<file path="config.mk">
export PLATFORM = sky130hd
export DESIGN_NAME = ssc_capture
export DESIGN_NICKNAME = d
export VERILOG_FILES = /design/src/rtl/ssc_pkg.sv /design/src/rtl/ssc_capture.sv /design/src/rtl/ssc_fifo.sv
export SDC_FILE = /design/constraint.sdc
export NUM_CORES = 2
export LEC_CHECK = 0
export ABC_AREA = 1
export BUFFER_PORTS_ARGS = -buffer_cell sky130_fd_sc_hd__buf_2
export CORE_MARGIN = 4
export CORE_UTILIZATION = 50
export CTS_BUF_LIST = sky130_fd_sc_hd__clkbuf_4
export DETAILED_ROUTE_END_ITERATION = 8
export HOLD_SLACK_MARGIN = 0.12
export PLACE_DENSITY = 0.75
export SYNTH_ARGS = -nofsm -noshare
export SYNTH_HDL_FRONTEND = slang
export SYNTH_HIERARCHICAL = 1
export SYNTH_SLANG_ARGS = --single-unit
export TNS_END_PERCENT = 50
</file>
<file path="constraint.sdc">
create_clock -name clk_sys -period 8.5 [get_ports clk_sys]
set_input_delay 1.7 -clock clk_sys [delete_from_list [all_inputs] [get_ports clk_sys]]
set_output_delay 1.7 -clock clk_sys [all_outputs]
set_load 0.1 [all_outputs]
</file>
<file path="src/rtl/ssc_pkg.sv">
// package for the source synchronous capture front end
// assumes a single system clock of 25 MHz and plain-port configuration
`default_nettype none
package ssc_pkg;
    localparam int NUM_PROBE = 4;       // clock probe inputs
    localparam int NUM_EDGE = 4;        // edge detectors
    localparam int NUM_CGRP = 3;        // clock groups
    localparam int NUM_SCLK = 4;        // sample clocks
    localparam int NUM_TERM = 4;        // or-terms per sample clock
    localparam int NUM_QUAL = 3;        // qualifiers per term
    localparam int NUM_CHGRP = 4;       // channel groups
    localparam int GRP_W = 8;           // channels per group
    localparam int DLY_W = 3;           // pipeline delay field width
    localparam int MAX_DLY = 7;         // deepest pipeline delay
    localparam int POS_W = 2;           // sampling position field width
    localparam int FIFO_DEPTH = 8;      // words in the capture fifo
    localparam int WORD_W = NUM_CHGRP * GRP_W * 2; // data plus glitch
    localparam int HEART_ED = 0;        // heartbeat edge detector
    localparam int STROBE_ED = 1;       // strobe edge detector
    localparam int MASTER_SC = 0;       // master sample clock
    localparam logic [1:0] DMX_NONE = 2'h0; // demux codes
    localparam logic [1:0] DMX_2X = 2'h1;
    localparam logic [1:0] DMX_4X = 2'h2;
    localparam logic [1:0] CMD_READ = 2'h1; // decoded command codes
    localparam logic [1:0] CMD_WRITE = 2'h2;
    localparam logic [1:0] CMD_OTHER = 2'h0;
    localparam logic [1:0] ACQ_NORMAL = 2'h0; // acquisition modes
    localparam logic [1:0] ACQ_GLITCH = 2'h1;
    typedef enum logic [1:0] {
        CSM_IDLE, CSM_WAIT, CSM_STORE
    } ssc_csm_type;
endpackage : ssc_pkg
`default_nettype wire

</file>
<file path="src/rtl/ssc_capture.sv">
// source synchronous capture front end: probes, edges, groups, store
// assumes probes, qualifiers and data are asynchronous pins; no bus
//
// Overview of operation
// - edge detector zero is the heartbeat
// - four detectors, any probe edge combination
// - three clock groups complete on member edges
// - four sample clocks, or of qualified terms
// - sample clock zero decides storing
// - per channel group detector, window, group, delay
// - delay each group by programmed heartbeat cycles
// - same inputs captured twice as demux pair
// - per channel two-way or four-way demux select
// - wait for group done before clocking
// - straddling strobe sample taken next heartbeat
// - common window centred, strobe window offset
// - data strobe captured on both edges
// - cs low ras high cas low we high reads
// - cs low ras high cas low we low writes
// - normal mode stores requested channel data
// - glitch storage only under internal clocking
// - glitch trigger independent of glitch storage
// - strobe data synchronised then latched
`default_nettype none
module ssc_capture (
    // clock and reset
    input wire logic clk_sys,
    input wire logic rst_n,
    // probe pins
    input wire logic [ssc_pkg::NUM_PROBE-1:0] clock_probe,
    input wire logic [ssc_pkg::NUM_QUAL-1:0] qualifier_input,
    input wire logic [ssc_pkg::NUM_CHGRP*ssc_pkg::GRP_W-1:0] chan_in,
    // edge detector setup: per detector, rise mask then fall mask
    input wire logic [ssc_pkg::NUM_EDGE*2*ssc_pkg::NUM_PROBE-1:0] ed_sel,
    input wire logic [ssc_pkg::NUM_EDGE-1:0] ed_enable,
    // clock group membership, one detector mask per group
    input wire logic [ssc_pkg::NUM_CGRP*ssc_pkg::NUM_EDGE-1:0] cg_member,
    // sample clock terms: group index, use, qualifier use and invert
    input wire logic [ssc_pkg::NUM_SCLK*ssc_pkg::NUM_TERM*2-1:0] sc_grp,
    input wire logic [ssc_pkg::NUM_SCLK*ssc_pkg::NUM_TERM-1:0] sc_use,
    input wire logic [ssc_pkg::NUM_SCLK*ssc_pkg::NUM_TERM*3-1:0] sc_qen,
    input wire logic [ssc_pkg::NUM_SCLK*ssc_pkg::NUM_TERM*3-1:0] sc_qinv,
    // per channel group clocking
    input wire logic [ssc_pkg::NUM_CHGRP*2-1:0] grp_edge,
    input wire logic [ssc_pkg::NUM_CHGRP*2-1:0] grp_cgrp,
    input wire logic [ssc_pkg::NUM_CHGRP*ssc_pkg::DLY_W-1:0] grp_delay,
    input wire logic [ssc_pkg::NUM_CHGRP*ssc_pkg::POS_W-1:0] grp_pos,
    input wire logic [ssc_pkg::NUM_CHGRP*2-1:0] grp_sclk,
    input wire logic [ssc_pkg::NUM_CHGRP-1:0] grp_pair,
    // demux per channel of group zero and global mode
    input wire logic [1:0] demux_type,
    input wire logic [ssc_pkg::GRP_W-1:0] demux_chan,
    input wire logic demux_all,
    input wire logic demux_clear,
    // acquisition control
    input wire logic [1:0] acq_mode,
    input wire logic internal_clocking,
    input wire logic glitch_trig_en,
    input wire logic arm,
    // results
    output logic conflict,
    output logic running,
    output logic glitch_trig,
    output logic [1:0] cmd_code,
    output logic sample_valid,
    input wire logic sample_ready,
    output logic [ssc_pkg::WORD_W-1:0] sample_data
);
    import ssc_pkg::*;

    localparam int CH_W = NUM_CHGRP * GRP_W;
    localparam int NT = NUM_SCLK * NUM_TERM;

    // qualifier term: and of enabled true or inverted qualifiers
    function automatic logic qual_ok(input logic [2:0] en,
                                     input logic [2:0] inv,
                                     input logic [2:0] q);
        qual_ok = &(~en | (q ^ inv));
    endfunction : qual_ok
    // two-flop synchronisers for all pins
    logic [NUM_PROBE-1:0] probe_s1, probe_s2, probe_d;
    logic [NUM_QUAL-1:0] qual_s1, qual_s2;
    logic [CH_W-1:0] chan_s1, chan_s2, chan_d;
    always_ff @(posedge clk_sys or negedge rst_n) begin
        if (!rst_n) begin
            probe_s1 <= '0;
            probe_s2 <= '0;
            probe_d <= '0;
            qual_s1 <= '0;
            qual_s2 <= '0;
            chan_s1 <= '0;
            chan_s2 <= '0;
            chan_d <= '0;
        end else begin
            probe_s1 <= clock_probe;
            probe_s2 <= probe_s1;
            probe_d <= probe_s2;
            qual_s1 <= qualifier_input;
            qual_s2 <= qual_s1;
            chan_s1 <= chan_in;
            chan_s2 <= chan_s1;
            chan_d <= chan_s2;
        end
    end
    // probe edges found on the synchronised copy only
    wire [NUM_PROBE-1:0] rise = probe_s2 & ~probe_d;
    wire [NUM_PROBE-1:0] fall = ~probe_s2 & probe_d;
    // edge detectors: any rise/fall combination per probe
    logic [NUM_EDGE-1:0] ed_hit;
    genvar gi;
    generate
        for (gi = 0; gi < NUM_EDGE; gi++) begin : g_ed
            wire [NUM_PROBE-1:0] rm = ed_sel[gi*8 +: 4];
            wire [NUM_PROBE-1:0] fm = ed_sel[gi*8+4 +: 4];
            assign ed_hit[gi] = ed_enable[gi] &&
                                (|(rm & rise) || |(fm & fall));
        end
    endgenerate
    wire heartbeat = ed_hit[HEART_ED];
    wire strobe_edge = ed_hit[STROBE_ED];
    // clock groups: collect member edges, done once all seen
    logic [NUM_EDGE-1:0] cg_seen [NUM_CGRP];
    logic [NUM_CGRP-1:0] cg_done;
    generate
        for (gi = 0; gi < NUM_CGRP; gi++) begin : g_cg
            wire [NUM_EDGE-1:0] mem_m = cg_member[gi*4 +: 4];
            wire [NUM_EDGE-1:0] acc = cg_seen[gi] | (ed_hit & mem_m);
            // non-heartbeat members must be seen; heartbeat closes
            wire all_in = (mem_m != '0) &&
                          ((acc | 4'h1) & mem_m) == mem_m;
            // a strobe landing after the heartbeat carries over
            always_ff @(posedge clk_sys or negedge rst_n) begin
                if (!rst_n) begin
                    cg_seen[gi] <= '0;
                    cg_done[gi] <= 1'b0;
                end else if (heartbeat) begin
                    cg_done[gi] <= all_in;
                    cg_seen[gi] <= all_in ? '0 : acc;
                end else begin
                    cg_done[gi] <= 1'b0;
                    cg_seen[gi] <= acc;
                end
            end
        end
    endgenerate
    // sample clock equations: or of qualified clock-group terms
    logic [NUM_SCLK-1:0] sclk;
    logic [NT-1:0] term;
    generate
        for (gi = 0; gi < NT; gi++) begin : g_term
            wire [1:0] gsel = sc_grp[gi*2 +: 2];
            wire gok = (gsel < 2'(NUM_CGRP)) && cg_done[gsel];
            assign term[gi] = sc_use[gi] && gok &&
                qual_ok(sc_qen[gi*3 +: 3], sc_qinv[gi*3 +: 3],
                        qual_s2);
        end
        for (gi = 0; gi < NUM_SCLK; gi++) begin : g_sc
            assign sclk[gi] = |term[gi*NUM_TERM +: NUM_TERM];
        end
    endgenerate
    // strobe data latched on both strobe edges at chosen position
    logic [CH_W-1:0] strobe_hold;
    logic [CH_W-1:0] strobe_late;
    always_ff @(posedge clk_sys or negedge rst_n) begin
        if (!rst_n) begin
            strobe_hold <= '0;
            strobe_late <= '0;
        end else begin
            strobe_late <= chan_s2;
            if (strobe_edge) strobe_hold <= chan_s2;
        end
    end

    // per group source by edge detector and sampling position
    logic [CH_W-1:0] grp_src;
    logic [CH_W-1:0] dly_line [MAX_DLY+1];
    logic [CH_W-1:0] grp_aligned;
    logic [NUM_CHGRP-1:0] grp_fire;
    generate
        for (gi = 0; gi < NUM_CHGRP; gi++) begin : g_grp
            wire [1:0] pos = grp_pos[gi*2 +: 2];
            wire strobe_grp = grp_edge[gi*2 +: 2] == 2'(STROBE_ED);
            // common clock uses centred window; strobe group shifts
            wire [GRP_W-1:0] early = chan_d[gi*8 +: 8];
            wire [GRP_W-1:0] late = strobe_late[gi*8 +: 8];
            wire [GRP_W-1:0] cen = chan_s2[gi*8 +: 8];
            assign grp_src[gi*8 +: 8] = !strobe_grp ? cen :
                (pos == 2'h0) ? strobe_hold[gi*8 +: 8] :
                (pos == 2'h1) ? early : late;
            wire [DLY_W-1:0] d = grp_delay[gi*3 +: 3];
            assign grp_aligned[gi*8 +: 8] = dly_line[d][gi*8 +: 8];
            wire [1:0] s = grp_sclk[gi*2 +: 2];
            wire [1:0] c = grp_cgrp[gi*2 +: 2];
            assign grp_fire[gi] = sclk[s] &&
                (c < 2'(NUM_CGRP)) && cg_done[c];
        end
    endgenerate
    // delay line advanced by each heartbeat
    always_ff @(posedge clk_sys or negedge rst_n) begin
        if (!rst_n) begin
            for (int i = 0; i <= MAX_DLY; i++) dly_line[i] <= '0;
        end else if (heartbeat) begin
            dly_line[0] <= grp_src;
            for (int i = 1; i <= MAX_DLY; i++)
                dly_line[i] <= dly_line[i-1];
        end
    end
    // demux pair: paired group takes the partner group's inputs
    logic [CH_W-1:0] paired;
    generate
        for (gi = 0; gi < NUM_CHGRP; gi++) begin : g_pair
            localparam int P = gi ^ 1;
            assign paired[gi*8 +: 8] = grp_pair[gi] ?
                grp_aligned[P*8 +: 8] : grp_aligned[gi*8 +: 8];
        end
    endgenerate

    // probe demux channel selection with select/clear all
    logic [GRP_W-1:0] dmx_sel;
    always_ff @(posedge clk_sys or negedge rst_n) begin
        if (!rst_n) dmx_sel <= '0;
        else if (demux_clear) dmx_sel <= '0;
        else if (demux_all) dmx_sel <= '1;
        else dmx_sel <= demux_chan;
    end
    wire [1:0] dmx_wrap = (demux_type == DMX_4X) ? 2'h3 : 2'h1;
    // a demuxed source channel of group zero feeds its destinations
    logic [CH_W-1:0] demuxed;
    generate
        for (gi = 0; gi < GRP_W; gi++) begin : g_dmx
            wire on = dmx_sel[gi] && demux_type != DMX_NONE;
            for (genvar k = 0; k < NUM_CHGRP; k++) begin : g_k
                assign demuxed[k*8+gi] = (on && k != 0) ?
                    ((2'(k) <= dmx_wrap) ? paired[gi] :
                     paired[k*8+gi]) : paired[k*8+gi];
            end
        end
    endgenerate
    // command decode from qualifiers: cs=q0 ras=q1 cas=q2 we=probe2
    wire cs_l = qual_s2[0];
    wire ras = qual_s2[1];
    wire cas_l = qual_s2[2];
    wire we = probe_s2[2];
    wire is_read = !cs_l && ras && !cas_l && we;
    wire is_write = !cs_l && ras && !cas_l && !we;
    // glitch: channel changed between samples of one heartbeat
    logic [CH_W-1:0] glitch_acc;
    wire any_glitch = |glitch_acc;
    wire store_glitch = acq_mode == ACQ_GLITCH && internal_clocking;

    // configuration check: reference to unassigned detector or group
    logic cfg_bad;
    always_comb begin
        cfg_bad = 1'b0;
        for (int i = 0; i < NUM_CHGRP; i++) begin
            if (!ed_enable[grp_edge[i*2 +: 2]]) cfg_bad = 1'b1;
            if (grp_cgrp[i*2 +: 2] >= 2'(NUM_CGRP)) cfg_bad = 1'b1;
            else if (cg_member[grp_cgrp[i*2 +: 2]*4 +: 4] == '0)
                cfg_bad = 1'b1;
        end
    end

    // capture state machine clocked by heartbeat qualified events
    ssc_csm_type state, next_state;
    wire fifo_ready;
    wire store_now = sclk[MASTER_SC] && (|grp_fire);
    always_comb begin
        next_state = state;
        unique case (state)
            CSM_IDLE: if (arm && !cfg_bad) next_state = CSM_WAIT;
            CSM_WAIT: if (!arm) next_state = CSM_IDLE;
                else if (store_now && fifo_ready)
                    next_state = CSM_STORE;
            CSM_STORE: next_state = arm ? CSM_WAIT : CSM_IDLE;
        endcase
    end
    wire push = state == CSM_STORE;
    logic [WORD_W-1:0] word;
    logic [WORD_W-1:0] word_q;
    assign word = store_glitch ? {glitch_acc, demuxed} :
                  {{CH_W{1'b0}}, demuxed};

    // state, sample word and status
    always_ff @(posedge clk_sys or negedge rst_n) begin
        if (!rst_n) begin
            state <= CSM_IDLE;
            word_q <= '0;
            conflict <= 1'b0;
            running <= 1'b0;
            glitch_trig <= 1'b0;
            cmd_code <= CMD_OTHER;
            glitch_acc <= '0;
        end else begin
            state <= next_state;
            if (state == CSM_WAIT && next_state == CSM_STORE)
                word_q <= word;
            conflict <= cfg_bad && state == CSM_IDLE;
            running <= next_state != CSM_IDLE;
            glitch_trig <= glitch_trig_en && any_glitch;
            cmd_code <= is_read ? CMD_READ :
                        is_write ? CMD_WRITE : CMD_OTHER;
            glitch_acc <= heartbeat ? '0 :
                          glitch_acc | (chan_s2 ^ chan_d);
        end
    end

    // output buffer; full fifo stalls the state machine
    logic [WORD_W-1:0] fifo_out;
    logic fifo_valid;
    // valid must not wait on ready, or a stalled reader sees nothing
    wire out_free = sample_ready || !sample_valid;
    ssc_fifo #(.WIDTH(WORD_W), .DEPTH(FIFO_DEPTH)) u_fifo (
        .clk_sys(clk_sys),
        .rst_n(rst_n),
        .in_valid(push),
        .in_ready(fifo_ready),
        .in_data(word_q),
        .out_valid(fifo_valid),
        .out_ready(out_free),
        .out_data(fifo_out)
    );
    // output register stage so ports come from flops
    always_ff @(posedge clk_sys or negedge rst_n) begin
        if (!rst_n) begin
            sample_valid <= 1'b0;
            sample_data <= '0;
        end else if (fifo_valid && out_free) begin
            sample_valid <= 1'b1;
            sample_data <= fifo_out;
        end else if (sample_ready) begin
            sample_valid <= 1'b0;
        end
    end

    // checks
    a_store_fires: assert property (@(posedge clk_sys)
        disable iff (!rst_n) state == CSM_STORE |-> $past(store_now))
        else $error("store without master sample clock");
    a_conflict_idle: assert property (@(posedge clk_sys)
        disable iff (!rst_n) conflict |-> $past(state) == CSM_IDLE)
        else $error("conflict outside idle");
    a_done_on_hb: assert property (@(posedge clk_sys)
        disable iff (!rst_n) |cg_done |-> $past(heartbeat))
        else $error("group done without heartbeat");
    a_read_decode: assert property (@(posedge clk_sys)
        disable iff (!rst_n) is_read |=> cmd_code == CMD_READ)
        else $error("read not decoded");
    a_write_decode: assert property (@(posedge clk_sys)
        disable iff (!rst_n) is_write |=> cmd_code == CMD_WRITE)
        else $error("write not decoded");
    a_no_glitch: assert property (@(posedge clk_sys)
        disable iff (!rst_n)
        push && !$past(store_glitch) |-> word_q[WORD_W-1:CH_W] == '0)
        else $error("glitch bits stored in normal mode");
    a_wait_done: assert property (@(posedge clk_sys)
        disable iff (!rst_n) state == CSM_STORE |-> $past(|cg_done))
        else $error("stored before group done");
    a_strobe_hold: assert property (@(posedge clk_sys)
        disable iff (!rst_n) strobe_edge |=> strobe_hold == $past(chan_s2))
        else $error("strobe data not latched");
    c_store: cover property (@(posedge clk_sys) push);
    c_read: cover property (@(posedge clk_sys) cmd_code == CMD_READ);
    c_full: cover property (@(posedge clk_sys) !fifo_ready);
endmodule : ssc_capture
`default_nettype wire

</file>
<file path="src/rtl/ssc_fifo.sv">
// small flip-flop fifo with valid/ready on both sides
// assumes writer and reader share clk_sys
`default_nettype none
module ssc_fifo #(
    parameter int WIDTH = 64,
    parameter int DEPTH = 8
) (
    // clock and reset
    input wire logic clk_sys,
    input wire logic rst_n,
    // fill side
    input wire logic in_valid,
    output logic in_ready,
    input wire logic [WIDTH-1:0] in_data,
    // drain side
    output logic out_valid,
    input wire logic out_ready,
    output logic [WIDTH-1:0] out_data
);
    localparam int AW = $clog2(DEPTH);
    logic [WIDTH-1:0] mem [DEPTH];   // storage
    logic [AW-1:0] wr_ptr;           // write index
    logic [AW-1:0] rd_ptr;           // read index
    logic [AW:0] count;              // fill level
    wire push = in_valid && in_ready;
    wire pop = out_valid && out_ready;
    assign in_ready = (count != (AW+1)'(DEPTH));
    assign out_valid = (count != '0);
    assign out_data = mem[rd_ptr];
    // storage written without reset, contents only valid under count
    always_ff @(posedge clk_sys) begin
        if (push) begin
            mem[wr_ptr] <= in_data;
        end
    end
    // pointer and level bookkeeping
    always_ff @(posedge clk_sys or negedge rst_n) begin
        if (!rst_n) begin
            wr_ptr <= '0;
            rd_ptr <= '0;
            count <= '0;
        end else begin
            if (push) wr_ptr <= AW'(wr_ptr + 1'b1);
            if (pop) rd_ptr <= AW'(rd_ptr + 1'b1);
            count <= (AW+1)'(count + push - pop);
        end
    end
endmodule : ssc_fifo
`default_nettype wire

</file>
==> results.sh <==
export IMPL_status="finished, final reports clean"
export IMPL_crit_fanout=65
export IMPL_grt_usage=0.247
export IMPL_io_buffers=368
export IMPL_start_util=0.507
export IMPL_synth_async_reset_ratio=0.540
export IMPL_dpl_hpwl_mm=84.4
export IMPL_post_route_period_util=0.498
export IMPL_root_buffer="clkbuf_4"
export IMPL_vias=38800
export IMPL_cts_hold_buffers_added=0
export IMPL_peakVddDrop_mv=0.239
export IMPL_min_path_type="reg2reg"
export IMPL_final_antenna_net_count=0
export IMPL_die_height_microns=325
export IMPL_cts_resized_gates=0
export IMPL_syn2layout_area_growth_pct=11.9
export IMPL_synth_common_cells="nand2_1, inv_1, dfrtp_1"
export IMPL_grt_pass1_vias=37200
export IMPL_power_density_mw_per_mm2=290
export IMPL_drc=0
export IMPL_r2r_slack_ps=4270
export IMPL_drv_cap=0
export IMPL_yosys_most_used_dff="dfrtp_1"
export IMPL_min_delay_start="chan_s1[30]"
export IMPL_setup_tns_ps=0
export IMPL_end_kind="flip-flop"
export IMPL_globalplace_congestion=0.969
export IMPL_synth_area_top_cells="edfxtp_1, dfrtp_1, nand2_1"
export IMPL_worstPathArrival_ps=5220
export IMPL_die_w_microns=325
export IMPL_yosysUniqueCellTypes=47
export IMPL_skew_ps=145
export IMPL_slew_violations=0
export IMPL_multi_input_area_sq_mm=0.0148
export IMPL_cts_sinks=1112
export IMPL_cts_max_level=5
export IMPL_worst_ep_required_time_ps=9490
export IMPL_final_seq_area_sq_mm=0.0304
export IMPL_grt_max_degree=184
export IMPL_wl_mm=132
export IMPL_drive_gt1_frac=0.162
export IMPL_ctsLongestPathBuffers=4
export IMPL_synth_top_cell_area_share=0.306
export IMPL_numCtsBuffers=302
export IMPL_clkLatencyLatePin_ps=1200
export IMPL_r2r_end="word_q[41]"
export IMPL_rsz0062_at_grt="false"
export IMPL_startpoint_type="flip-flop"
export IMPL_coreArea_sq_mm=0.0990
export IMPL_die_area_sq_mm=0.105
export IMPL_r2r_start="qual_s2[0]"
export IMPL_hold_viol_final=0
export IMPL_setup_viol_count_final=0
export IMPL_fmax_mhz=236
export IMPL_relSlewSlack=0.230
export IMPL_r2r_cells=19
export IMPL_synth_seq_area_share=0.606
export IMPL_rows=115
export IMPL_via_per_inst=5.18
export IMPL_yosysMostFrequentCell="nand2_1"
export IMPL_netlist_instances=5515
export IMPL_drtPass1Iterations=6
export IMPL_n_fill_cell=8676
export IMPL_fin_util=0.567
export IMPL_syn_area_per_cell_sq_um=9.10
export IMPL_drt_initial_drc_count=3520
export IMPL_postCtsSetupBuffers=0
export IMPL_min_delay_worst_endpoint="chan_s2[30]"
export IMPL_synth_seq_cells=1112
export IMPL_tritoncts="yes"
export IMPL_worst_slew_pin_slew_ps=1160
export IMPL_wire_per_inst_microns=17.6
export IMPL_grt_overflow=0
export IMPL_grt_first_pass_wirelength_mm=205
export IMPL_syn_cell_area_sq_mm=0.0502
export IMPL_crit_type="reg2reg"
export IMPL_ios=369
export IMPL_power_leakage_nw=27.1
export IMPL_period_needed_ps=4230
export IMPL_antenna_found_initial=23
export IMPL_final_nets=6270
export IMPL_yosysTopAreaCell="edfxtp_1"
export IMPL_syn_nets=5826
export IMPL_clk_pin_slew_ps=70
export IMPL_ys_warn_count=6
export IMPL_hold_worst_slack_ps=286
export IMPL_synth_edf_count=512
export IMPL_whs_path_depth=0
[worst max path at each step]
| stage | start | endpoint | depth (start not counted) |
|---|---|---|---|
| floorplan | u_fifo/count[2] | u_fifo/mem[4][0] | 6 |
| global placement | cg_member[10] | word_q[28] | 14 |
| detailed placement | cg_member[10] | word_q[21] | 14 |
| CTS | qual_s2[0] | word_q[41] | 19 |
| global route | qual_s2[0] | word_q[10] | 19 |
| finish | qual_s2[0] | word_q[41] | 19 |
[worst max-delay path: stages, from the launching register on]
cell	delay (ps)
dfrtp_1	880
inv_4	270
or2_0	280
nand3_1	70
nand2_1	50
nor2_1	190
nor2_1	80
nand2_2	100
nand2_1	60
nand3b_1	80
nand3_1	70
nand2_1	110
o21ai_2	80
nand2_2	60
nand2_2	70
nor2_4	80
buf_4	480
nand3_4	700
nand2_1	230
nand2_1	80
[layout make-up]
class                      instances  area share
antenna                           19    0.000847
clock buffer                     430      0.0575
clock inverter                    88     0.00675
inverter                         922      0.0621
multi-input combinational       3210       0.264
sequential                      1112       0.541
tap                             1287      0.0287
timing repair buffer             411      0.0390
[layer usage]
| layer | global-route usage | vias up | wire length [microns] |
|---|---|---|---|
| met1 | 0.341 | 18400 | 56100 |
| met2 | 0.391 | 1388 | 61800 |
| met4 | 0.0930 | 8 | 3620 |
| met3 | 0.0466 | 266 | 10000 |
| li1 | - | 18700 | - |
| met5 | 0 | - | 63 |
[registers in the layout (all words and copies together), names as in the netlist, 4 cells and up]
register / count
glitch_acc: 32
chan_s1: 32
probe_d: 4
word_q: 64
dly_line: 256
probe_s1: 4
chan_s2: 32
cg_seen: 9
strobe_late: 32
strobe_hold: 32
dmx_sel: 8
u_fifo/mem: 512
sample_data: 64
u_fifo/count: 4
probe_s2: 4
[metrics by stage]
step	instance area (sq um)	total power [mW]	setup slack (ps)	instances
6_report	56200	16.3	4270	7479
5_1_grt	56100	17.3	3910	7470
4_1_cts	56100	16.4	4290	7460
3_5_place_dp	52500	11.9	3410	6942
3_3_place_gp	52500	11.7	3590	6942
2_1_floorplan	50200	10.7	2700	5515
[placed cells by master (no fill, tap or decap), types with 3 or more instances in the layout]
master,instances
a2111oi_1,3
a21boi_0,11
a21oi_1,151
a221oi_1,4
a31o_2,3
a31oi_1,11
buf_2,367
buf_4,42
clkbuf_4,430
clkinv_1,69
clkinv_2,13
dfrtp_1,597
diode_2,19
edfxtp_1,512
ha_1,11
inv_1,913
inv_2,7
mux2_2,64
nand2_1,1641
nand2_2,44
nand3_1,391
nand3b_1,5
nand4_1,76
nor2_1,184
nor3_1,3
nor3_2,8
nor4_1,5
o211ai_1,36
o21ai_0,438
o21ai_1,53
o21bai_1,3
o22ai_1,36
or2_0,5
or2_2,3
xnor2_1,4
xor2_1,4
[logic make-up after synthesis]
logic type,Yosys count,share of synthesized area
adders and majority gates,12,0.00314
muxes,64,0.0144
AOI/OAI and AO/OA,755,0.0801
buffers and inverters,1193,0.100
xor gates and xnor gates,8,0.00140
DFF,1112,0.606
and+or+nand+nor,2371,0.195
[power breakdown]
group | internal [mW] | total (mW) | switching, mW
Sequential | 6.24 | 6.68 | 0.446
Combinational | 1.38 | 5.12 | 3.74
Clock | 2.36 | 4.48 | 2.12
Total | 9.97 | 16.3 | 6.31
Note: power is estimated with default switching activity, not from simulation.
